### src/hw/sdram_boot_locked_config_map.svh
// Offsets, field positions, reset values and bus codes of the boot-locked configuration register
`ifndef SDRAM_BOOT_LOCKED_CONFIG_MAP_SVH
`define SDRAM_BOOT_LOCKED_CONFIG_MAP_SVH

// ****************************************
// Register offsets
// ****************************************
`define SDRAM_CONFIG_OFFSET 32'h0000_0000

// ****************************************
// Field positions
// ****************************************
`define TERMINATION_HI_BIT 27
`define DRIVE_STRENGTH_HI_BIT 24
`define BOOT_FIELD_UNLOCK_BIT 23
`define DIFF_STROBE_SELECT_BIT 22
`define TERMINATION_LO_BIT 21
`define DDR2_MODE_ENABLE_BIT 20
`define MEM_DLL_DISABLE_BIT 19
`define DRIVE_STRENGTH_LO_BIT 18

// ****************************************
// Reset values
// ****************************************
`define TERMINATION_RST 2'h2
`define DRIVE_STRENGTH_RST 2'h0
`define BOOT_FIELD_UNLOCK_RST 1'h0
`define DIFF_STROBE_SELECT_RST 1'h0
`define DDR2_MODE_ENABLE_RST 1'h0
`define MEM_DLL_DISABLE_RST 1'h0

// ****************************************
// Bus response codes
// ****************************************
`define AXI_RESP_OKAY 2'h0
`define AXI_RESP_DECERR 2'h3

`endif

### src/hw/sdram_boot_locked_config_pkg.sv
// Types shared by the boot-locked configuration register files
package sdram_boot_locked_config_pkg;

    // ****************************************
    // Protected configuration fields
    // ****************************************
    typedef struct packed {
        logic [1:0] termination;
        logic [1:0] drive_strength;
        logic diff_strobe_select;
        logic ddr2_mode_enable;
        logic mem_dll_disable;
        logic boot_field_unlock;
    } cfg_fields_t;

    // ****************************************
    // Bus state machines
    // ****************************************
    typedef enum logic [1:0] {
        WR_COLLECT = 2'b01,
        WR_RESP = 2'b10
    } wr_state_t;

    typedef enum logic [1:0] {
        RD_IDLE = 2'b01,
        RD_DATA = 2'b10
    } rd_state_t;

endpackage

### src/hw/boot_unlock_gate.sv
// Two-step unlock gate that decides the next value of the protected fields
`timescale 1ns/1ns
`include "sdram_boot_locked_config_map.svh"
module boot_unlock_gate
(
    // Current fields
    input sdram_boot_locked_config_pkg::cfg_fields_t cur,
    // Write carrying merged register word
    input wire logic [31:0] word,
    input wire logic apply_en,
    // Resulting fields
    output sdram_boot_locked_config_pkg::cfg_fields_t nxt
);
    import sdram_boot_locked_config_pkg::*;

    always_comb
    begin
        nxt = cur;
        if (apply_en)
        begin
            if (word[`BOOT_FIELD_UNLOCK_BIT])
            begin
                // Opening write only sets the unlock bit; fields keep their value
                nxt.boot_field_unlock = 1'b1;
            end
            else if (cur.boot_field_unlock)
            begin
                // Closing write loads every protected field and relocks
                nxt.termination = {word[`TERMINATION_HI_BIT], word[`TERMINATION_LO_BIT]};
                nxt.drive_strength = {word[`DRIVE_STRENGTH_HI_BIT], word[`DRIVE_STRENGTH_LO_BIT]};
                nxt.diff_strobe_select = word[`DIFF_STROBE_SELECT_BIT];
                nxt.ddr2_mode_enable = word[`DDR2_MODE_ENABLE_BIT];
                nxt.mem_dll_disable = word[`MEM_DLL_DISABLE_BIT];
                nxt.boot_field_unlock = 1'b0;
            end
            else
            begin
                // Locked: the write is dropped for protected fields
                nxt = cur;
            end
        end
    end

endmodule

### src/hw/sdram_boot_locked_config.sv
// AXI4-Lite register bank holding the boot-locked memory configuration fields
//
// The placing of the registers and the AXI4-Lite register port are this design's own decisions.
`timescale 1ns/1ns
`include "sdram_boot_locked_config_map.svh"

module sdram_boot_locked_config
(
    // Clock and reset
    input wire logic mclk,
    input wire logic sys_rst,
    // AXI4-Lite write address
    input wire logic [31:0] s_axi_awaddr,
    input wire logic [2:0] s_axi_awprot,
    input wire logic s_axi_awvalid,
    output logic s_axi_awready,
    // AXI4-Lite write data
    input wire logic [31:0] s_axi_wdata,
    input wire logic [3:0] s_axi_wstrb,
    input wire logic s_axi_wvalid,
    output logic s_axi_wready,
    // AXI4-Lite write response
    output logic [1:0] s_axi_bresp,
    output logic s_axi_bvalid,
    input wire logic s_axi_bready,
    // AXI4-Lite read address
    input wire logic [31:0] s_axi_araddr,
    input wire logic [2:0] s_axi_arprot,
    input wire logic s_axi_arvalid,
    output logic s_axi_arready,
    // AXI4-Lite read data
    output logic [31:0] s_axi_rdata,
    output logic [1:0] s_axi_rresp,
    output logic s_axi_rvalid,
    input wire logic s_axi_rready,
    // Memory type enables held elsewhere in the controller
    input wire logic double_rate_enable,
    input wire logic sync_dram_enable,
    // Configuration toward the memory interface
    output sdram_boot_locked_config_pkg::cfg_fields_t cfg_out,
    output logic ddr2_selected
);
    import sdram_boot_locked_config_pkg::*;

    // ****************************************
    // State
    // ****************************************
    typedef struct packed {
        wr_state_t wr_state;
        logic awready;
        logic wready;
        logic aw_held;
        logic w_held;
        logic [31:0] waddr;
        logic [31:0] wdata;
        logic [3:0] wstrb;
        logic bvalid;
        logic [1:0] bresp;
        rd_state_t rd_state;
        logic arready;
        logic rvalid;
        logic [1:0] rresp;
        logic [31:0] rdata;
        cfg_fields_t cfg;
        logic ddr2_selected;
    } state_t;

    state_t st_r;
    state_t st_nxt;
    cfg_fields_t gated_cfg;
    logic [31:0] merged_word;
    logic write_apply;

    // ****************************************
    // Helpers
    // ****************************************
    // Word decode shared by both channels; low two address bits are ignored
    function automatic logic hits_config(input logic [31:0] addr);
        logic [31:0] base;
        base = `SDRAM_CONFIG_OFFSET;
        hits_config = (addr[31:2] == base[31:2]);
    endfunction

    // Place the fields at their bit positions; reserved and foreign bits read zero
    function automatic logic [31:0] pack_cfg(input cfg_fields_t c);
        logic [31:0] w;
        w = 32'h0000_0000;
        w[`TERMINATION_HI_BIT] = c.termination[1];
        w[`DRIVE_STRENGTH_HI_BIT] = c.drive_strength[1];
        w[`BOOT_FIELD_UNLOCK_BIT] = c.boot_field_unlock;
        w[`DIFF_STROBE_SELECT_BIT] = c.diff_strobe_select;
        w[`TERMINATION_LO_BIT] = c.termination[0];
        w[`DDR2_MODE_ENABLE_BIT] = c.ddr2_mode_enable;
        w[`MEM_DLL_DISABLE_BIT] = c.mem_dll_disable;
        w[`DRIVE_STRENGTH_LO_BIT] = c.drive_strength[0];
        pack_cfg = w;
    endfunction

    // Byte lanes without a strobe keep the stored value
    function automatic logic [31:0] merge_lanes(input logic [31:0] old_w, input logic [31:0] new_w,
                                                input logic [3:0] strb);
        logic [31:0] m;
        m = old_w;
        for (int i = 0; i < 4; i++)
        begin
            if (strb[i])
            begin
                m[i*8 +: 8] = new_w[i*8 +: 8];
            end
        end
        merge_lanes = m;
    endfunction

    // ****************************************
    // Unlock gate
    // ****************************************
    assign merged_word = merge_lanes(pack_cfg(st_r.cfg), st_r.wdata, st_r.wstrb);
    assign write_apply = (st_r.wr_state == WR_COLLECT) && st_r.aw_held && st_r.w_held && hits_config(st_r.waddr);

    boot_unlock_gate u_gate
    (
        .cur(st_r.cfg),
        .word(merged_word),
        .apply_en(write_apply),
        .nxt(gated_cfg)
    );

    // ****************************************
    // Next state
    // ****************************************
    always_comb
    begin
        st_nxt = st_r;

        // Write channel
        case (st_r.wr_state)
            WR_COLLECT:
            begin
                if (s_axi_awvalid && st_r.awready)
                begin
                    st_nxt.waddr = s_axi_awaddr;
                    st_nxt.aw_held = 1'b1;
                    st_nxt.awready = 1'b0;
                end
                else if (!st_r.aw_held)
                begin
                    st_nxt.awready = 1'b1;
                end
                if (s_axi_wvalid && st_r.wready)
                begin
                    st_nxt.wdata = s_axi_wdata;
                    st_nxt.wstrb = s_axi_wstrb;
                    st_nxt.w_held = 1'b1;
                    st_nxt.wready = 1'b0;
                end
                else if (!st_r.w_held)
                begin
                    st_nxt.wready = 1'b1;
                end
                if (st_r.aw_held && st_r.w_held)
                begin
                    // Config update lands on the same edge that raises bvalid
                    st_nxt.cfg = gated_cfg;
                    st_nxt.bresp = hits_config(st_r.waddr) ? `AXI_RESP_OKAY : `AXI_RESP_DECERR;
                    st_nxt.bvalid = 1'b1;
                    st_nxt.wr_state = WR_RESP;
                end
            end
            WR_RESP:
            begin
                if (s_axi_bready)
                begin
                    st_nxt.bvalid = 1'b0;
                    st_nxt.aw_held = 1'b0;
                    st_nxt.w_held = 1'b0;
                    st_nxt.awready = 1'b1;
                    st_nxt.wready = 1'b1;
                    st_nxt.wr_state = WR_COLLECT;
                end
            end
            default:
            begin
                st_nxt.wr_state = WR_COLLECT;
                st_nxt.aw_held = 1'b0;
                st_nxt.w_held = 1'b0;
                st_nxt.bvalid = 1'b0;
            end
        endcase

        // Read channel; a read racing a write sees the value before the write
        case (st_r.rd_state)
            RD_IDLE:
            begin
                st_nxt.arready = 1'b1;
                if (s_axi_arvalid && st_r.arready)
                begin
                    st_nxt.arready = 1'b0;
                    st_nxt.rvalid = 1'b1;
                    if (hits_config(s_axi_araddr))
                    begin
                        st_nxt.rdata = pack_cfg(st_r.cfg);
                        st_nxt.rresp = `AXI_RESP_OKAY;
                    end
                    else
                    begin
                        st_nxt.rdata = 32'h0000_0000;
                        st_nxt.rresp = `AXI_RESP_DECERR;
                    end
                    st_nxt.rd_state = RD_DATA;
                end
            end
            RD_DATA:
            begin
                if (s_axi_rready)
                begin
                    st_nxt.rvalid = 1'b0;
                    st_nxt.arready = 1'b1;
                    st_nxt.rd_state = RD_IDLE;
                end
            end
            default:
            begin
                st_nxt.rd_state = RD_IDLE;
                st_nxt.rvalid = 1'b0;
                st_nxt.arready = 1'b0;
            end
        endcase

        // Memory is DDR2 only when all three type enables are set
        st_nxt.ddr2_selected = st_nxt.cfg.ddr2_mode_enable && double_rate_enable && sync_dram_enable;
    end

    // ****************************************
    // Registers
    // ****************************************
    always_ff @(posedge mclk or posedge sys_rst)
    begin
        if (sys_rst)
        begin
            st_r.wr_state <= WR_COLLECT;
            st_r.awready <= 1'b0;
            st_r.wready <= 1'b0;
            st_r.aw_held <= 1'b0;
            st_r.w_held <= 1'b0;
            st_r.waddr <= 32'h0000_0000;
            st_r.wdata <= 32'h0000_0000;
            st_r.wstrb <= 4'h0;
            st_r.bvalid <= 1'b0;
            st_r.bresp <= `AXI_RESP_OKAY;
            st_r.rd_state <= RD_IDLE;
            st_r.arready <= 1'b0;
            st_r.rvalid <= 1'b0;
            st_r.rresp <= `AXI_RESP_OKAY;
            st_r.rdata <= 32'h0000_0000;
            // Termination comes up enabled; software must clear it
            st_r.cfg.termination <= `TERMINATION_RST;
            st_r.cfg.drive_strength <= `DRIVE_STRENGTH_RST;
            st_r.cfg.diff_strobe_select <= `DIFF_STROBE_SELECT_RST;
            st_r.cfg.ddr2_mode_enable <= `DDR2_MODE_ENABLE_RST;
            st_r.cfg.mem_dll_disable <= `MEM_DLL_DISABLE_RST;
            st_r.cfg.boot_field_unlock <= `BOOT_FIELD_UNLOCK_RST;
            st_r.ddr2_selected <= 1'b0;
        end
        else
        begin
            st_r <= st_nxt;
        end
    end

    // ****************************************
    // Outputs
    // ****************************************
    assign s_axi_awready = st_r.awready;
    assign s_axi_wready = st_r.wready;
    assign s_axi_bresp = st_r.bresp;
    assign s_axi_bvalid = st_r.bvalid;
    assign s_axi_arready = st_r.arready;
    assign s_axi_rdata = st_r.rdata;
    assign s_axi_rresp = st_r.rresp;
    assign s_axi_rvalid = st_r.rvalid;
    // Drive and termination codes pass through untranslated to the mode register logic
    assign cfg_out = st_r.cfg;
    assign ddr2_selected = st_r.ddr2_selected;

endmodule

### config.mk
export PLATFORM = sky130hd
export DESIGN_NAME = sdram_boot_locked_config
export DESIGN_NICKNAME = d
export VERILOG_FILES = /design/src/hw/sdram_boot_locked_config_pkg.sv /design/src/hw/boot_unlock_gate.sv /design/src/hw/sdram_boot_locked_config.sv
export VERILOG_INCLUDE_DIRS = /design/src /design/src/hw
export SDC_FILE = /design/constraint.sdc
export NUM_CORES = 1
export LEC_CHECK = 0
export ABC_AREA = 0
export BUFFER_PORTS_ARGS = -buffer_cell sky130_fd_sc_hd__buf_2
export CAP_MARGIN = 10
export CORE_ASPECT_RATIO = 1.4
export CORE_MARGIN = 5
export CORE_UTILIZATION = 40
export CTS_CLUSTER_DIAMETER = 100
export DETAILED_ROUTE_END_ITERATION = 16
export PLACE_DENSITY = 0.71
export SYNTH_ARGS = -nofsm -noshare
export SYNTH_HDL_FRONTEND = slang
export SYNTH_SLANG_ARGS = --single-unit
### constraint.sdc
create_clock -name mclk -period 2.05 [get_ports mclk]
set_input_delay 0.1025 -clock mclk [delete_from_list [all_inputs] [get_ports mclk]]
set_output_delay 0.1025 -clock mclk [all_outputs]
set_load 0.01 [all_outputs]
# Word level (Yosys, flattened, before mapping)
# Index checks and enable logic that the tools add are counted.
# totals
regBits	120
latchBits	0
ramBits	0
mem_bits_ro	0
input_bits	115
out_inout_bits	50
mem_count	0
# classes
n_addsub	0
n_mul	0
n_div	0
magnitude_cmp	0
n_eq_ne	12
shift	0
n_mux	26
bitwise	1
reduce_logical	25
# op_table
op	count
zero test 30 bit	2
2-to-1 mux 38 bit	1
2-to-1 mux 34 bit	1
AND reduction 2 bit	8
2-to-1 mux 3 bit	5
one-hot mux 2 bit (2 select lines)	3
AND reduction 6 bit	2
logical AND 1 bit	9
AND reduction 3 bit	3
2-to-1 mux 1 bit	8
2-to-1 mux 8 bit	1
one-hot mux 4 bit (2 select lines)	1
2-to-1 mux 2 bit	3
2-to-1 mux 6 bit	1
!= test 2 x 1 -> 1 bit (second input constant)	3
!= test 2 bit (second input constant)	3
!= test 3 x 2 -> 1 bit (second input constant)	2
== test 2 x 1 -> 1 bit (second input constant)	2
== test 2 bit (second input constant)	2
2-to-1 mux 4 bit	1
one-hot mux 1 bit (2 select lines)	1
nonzero test 2 bit	1
NOT 1 bit	1

# Logic depth before layout (Yosys ltp)
# depth
depth_word	9
depth_mapped	7
ltp_nobuf	6

# By module
# Synthesis repeated with hierarchy kept, for this count alone.
# hier_totals
cells_unflattened	375
hier_area_um2	4755.8
# modules_own_cells
module	instances	cells_each	area_each_um2	seq_area_each_um2
sdram_boot_locked_config	1	366	4645.7	2381.0
boot_unlock_gate	1	9	110.1	0.0

# Worst setup path before layout
# Ideal clock, no wire load.
# synth_path
path_kind	flip-flop to flip-flop
from	reg st_r[122] (netlist bit)
to	reg st_r, in the netlist cfg_out[1]
arrival_ns	1.796
required_ns	1.925
setup_slack_ns	0.129
stages_incl_launch_ff	6
period_less_slack_ns	1.921
path_cell_list	dfstp_2 ha_1 and3_1 nand3_1 nor4_4 mux2_2
# synth_between
elab_chain_cells	5
# synth_lines
element	line	text
from (decl)	sdram_boot_locked_config.sv:68	state_t st_r;
from (signal assigned)	sdram_boot_locked_config.sv:266	st_r <= st_nxt;
== test 2 x 1 -> 1 bit *	sdram_boot_locked_config.sv:118, sdram_boot_locked_config.sv:136	
logical AND 1 bit (3 in series)	sdram_boot_locked_config.sv:118	assign write_apply = (st_r.wr_state == WR_COLLECT) && st_r.aw_held && st_r.w_held && hits_config(st_r.waddr);
AND reduction 6 bit (no line) *	-	
# Mark *: on every way between the ends. The rest lies on a longest branch, timed or not.
# A chain may end at the register's enable or synchronous reset.

# Final worst setup path
# layout_path
from	reg st_r[104] (netlist bit)
to	reg st_r, in the netlist cfg_out[4]
# layout_between
elab_chain_cells	3
# layout_lines
element	line	text
zero test 30 bit	sdram_boot_locked_config.sv:81	hits_config = (addr[31:2] == base[31:2]);
logical AND 1 bit	sdram_boot_locked_config.sv:118	
AND reduction 6 bit (no line)	-	
# No other way between the ends.

==> summary.txt <==
Outcome
  – Outcome: complete, no violations

Synth
  – Number of synthesized flops with an enable pin: 0
  – Synth Area per Inst: 12.6 um^2
  – Post-synthesis cell type count: 31
  – Largest family of logic cells by synthesized area: multiplexers
  – Post-synthesis sequential area ratio: 0.543
  – Cells after Synth: 254
  – Primary FF master, synth: dfrtp_1
  – Ys async rst share: 1.00
  – Synth area leader: dfrtp_1
  – Synth Area in Compound Gates: 0.0596
  – Synth top area cells: dfrtp_1 52%, mux2_2 17%, buf_4 10%, nor4_1 2.7%, dfstp_2 2.5%
  – Xor/xnor share of the synthesized area: 0
  – Adder-Cell Fraction of Synth Area: 0.0157
  – Post-synthesis mux area share: 0.173
  – Post-synthesis simple-gate area fraction: 0.0883
  – Ys Warns: 0
  – Flops & latches, synth: 69
  – Mapped cell area: 0.00319 mm^2
  – Synth top area share: 0.518

Clock network
  – Root Buffer: clkbuf_8
  – Clock Sinks: 69
  – CTS tree: built
  – Worst skew pair latency: 340 ps
  – Register clock-pin slew on the reported worst setup and hold paths: 80 ps
  – H-tree level count: 3
  – Clock Path Buffers: 2
  – TritonCTS buffer count: 9

Floorplanning
  – Row count: 38
  – DIE HEIGHT: 116 um
  – Die area: 0.00988 mm^2
  – Floorplan core area: 0.00775 mm^2
  – Initial Utilization: 0.412
  – IO Count: 165
  – Die width: 85.5 um

Worst setup path
  – Worst Path Max Fanout: 6
  – CP required: 2280 ps
  – CP endpoint kind: flop
  – Critical path's top delay family: simple AND/OR/NAND/NOR gates
  – CP Class: reg2reg
  – Worst Path Arrival: 2210 ps
  – Critical-path cell list: nor4_2 > buf_4 > nand4_1 > buf_6 > nor4_4 > buf_6 > mux2_2
  – Delay of the slowest cell on the worst path: 400 ps
  – Worst path slowest cell: dfrtp_1
  – Worst path buffer plus inverter count: 3
  – Most common cell on crit path: buf_6
  – Critical Path Start Type: flop

STA
  – Worst slew pin tran: 529 ps
  – RSZ-0062 raised after global routing: true
  – Fmax achieved: 0.504 GHz
  – Final Hold Fails: 0
  – Fin crit share: 0.968
  – Setup TNS: 0 ps
  – Pins Over Slew Limit: 0
  – Worst Clk Skew: 8.88 ps
  – Setup violations, final: 0
  – Minimum clock period: 1990 ps
  – Max_slew headroom: 0.645

Global routing
  – Total grt overflow: 0
  – First-pass GRT wire length: 11.5 mm
  – All-Layer GR Usage: 0.151
  – Largest net degree at the start of global routing: 70
  – Vias in the first global route: 2509
  – Initial antenna violation count: 0

Power
  – VDD IR max: 0.764 mV
  – P per Cell Area: 1080 mW/mm^2
  – Leakage: 2.11 nW

Detailed routing
  – DR vias/cell: 4.73
  – Iter 0 DRT Violations: 35
  – Via count: 2355
  – First-pass DRT Iterations: 3
  – Post-route ant nets: 0
  – Drt wl/cell: 14.7 um
  – Final routed DRC violation total: 0
  – Routed WL: 7.30 mm

Worst hold path
  – Worst min-delay path category: in2reg

Layout
  – Layout Area Growth over Synthesis: 34.5%
  – Inserted Diodes: 0
  – Total Nets Final: 512
  – Fin cells: 498
  – Share of layout cells above drive strength 1: 0.470

Place
  – Hpwl dp: 5.11 mm
  – Buffers added on ports: 104
  – # placed instances: 440
  – GPL Wtd Cong: 0.771

Job
  – MaxCap Viol Count: 0
## power breakdown
group,switching [mW],total (mW),internal (mW),leakage (nW)
logic,0.605,1.39,0.786,1.17
registers,0.297,2.18,1.88,0.841
clock network,0.516,1.08,0.567,0.0939
## layout make-up
cell class,instances,area [um^2]
clock buffer,11,131
tap,100,125
timing repair buffer,156,1030
inverter,7,26.3
sequential,69,1730
fill,684,3460
clock inverter,5,60.1
multi-input combinational,150,1180
## cells in the final DEF (no fill, tap or decap), types with 2 or more instances in the layout
master         synthesis  layout
nor2b_1                2       2
dfrtp_1               66      66
conb_1                 1      24
nand3_1                6       5
o21ai_0                9       9
nand2_1                6       6
buf_2                  0     104
dlygate4sd3_1          0      41
nor2_1                 6       6
clkbuf_8               0       9
a21oi_1                4       4
o22a_1                 2       2
ha_1                   4       4
dfstp_2                3       3
nor4_1                14      13
nor4_4                 2       2
buf_4                 44       8
inv_1                  7       6
clkbuf_1               4       2
nor3b_1                2       2
nand4_1                2       2
mux2_2                48      47
a31oi_1                2       2
a22o_1                 8       8
buf_6                  0       2
## per-layer routing
metal	GRT usage	vias to the layer above	routed length (um)
li1	-	1114	-
met1	0.155	1120	2590
met2	0.272	109	3830
met3	0.0541	12	730
met4	0.0676	0	152
met5	0	-	0
## stage by stage
stage           util  hold slack, ps  setup WS [ps]  instance area, um^2  power (mW)
6_report       0.554            23.3           64.7                 4290        4.65
5_1_grt        0.554            14.2          -38.1                 4290        4.94
4_1_cts        0.550            2.36           7.62                 4270        4.68
3_5_place_dp   0.471             215          -64.3                 3650        3.53
3_3_place_gp   0.471             215          -10.3                 3650        3.44
2_1_floorplan      -             207            129                 3280        3.14
## registers in the layout, indices dropped and copies added, names as in the netlist
| register | cells |
|---|---|
| ddr2_selected | 1 |
| s_axi_rresp | 1 |
| s_axi_wready | 1 |
| s_axi_bresp | 1 |
| st_r | 46 |
| s_axi_rdata | 8 |
| s_axi_arready | 1 |
| cfg_out | 8 |
| s_axi_awready | 1 |
| s_axi_bvalid | 1 |
## timing repair
item	in CTS	in global routing
buffers inserted	0	1
hold buffers	41	0
gates resized for setup	2	4
endpoints found under the hold margin	106	0
pin swaps	0	3
setup endpoints to repair	7	7
## Yosys cell counts (all sizes together) (2+ instances only)
master and n:
o22a 2, nor2 6, a22o 8, nand4 2, a21oi 4, o21ai 9
a31oi 2, nand3 6, dfstp 3, nor2b 2, inv 7, ha 4
clkbuf 4, nand2 6, mux2 48, buf 47, nor4 16, nor3b 2
dfrtp 66
## cell families after synthesis
group | count (synthesis)
buffers and inverters | 58
adder cells (fa/ha/maj) | 4
other | 1
AO/OA/AOI/OAI | 28
flip-flops | 69
AND/OR/NAND/NOR | 45
multiplexers | 49
## path summary, 6_finish.rpt
path,from,end,slack (ps),depth (start not counted)
max,st_r[104],cfg_out[4],60,7
min,s_axi_awaddr[12],st_r[98],20,2
max reg2reg,st_r[104],cfg_out[4],60,7
min reg2reg,st_r[76],cfg_out[3],500,1
max in group asynchronous,sys_rst,st_r[45],1320,4
min in group asynchronous,sys_rst,st_r[101],390,4
No activity file was read; power rests on OpenSTA's default activity.
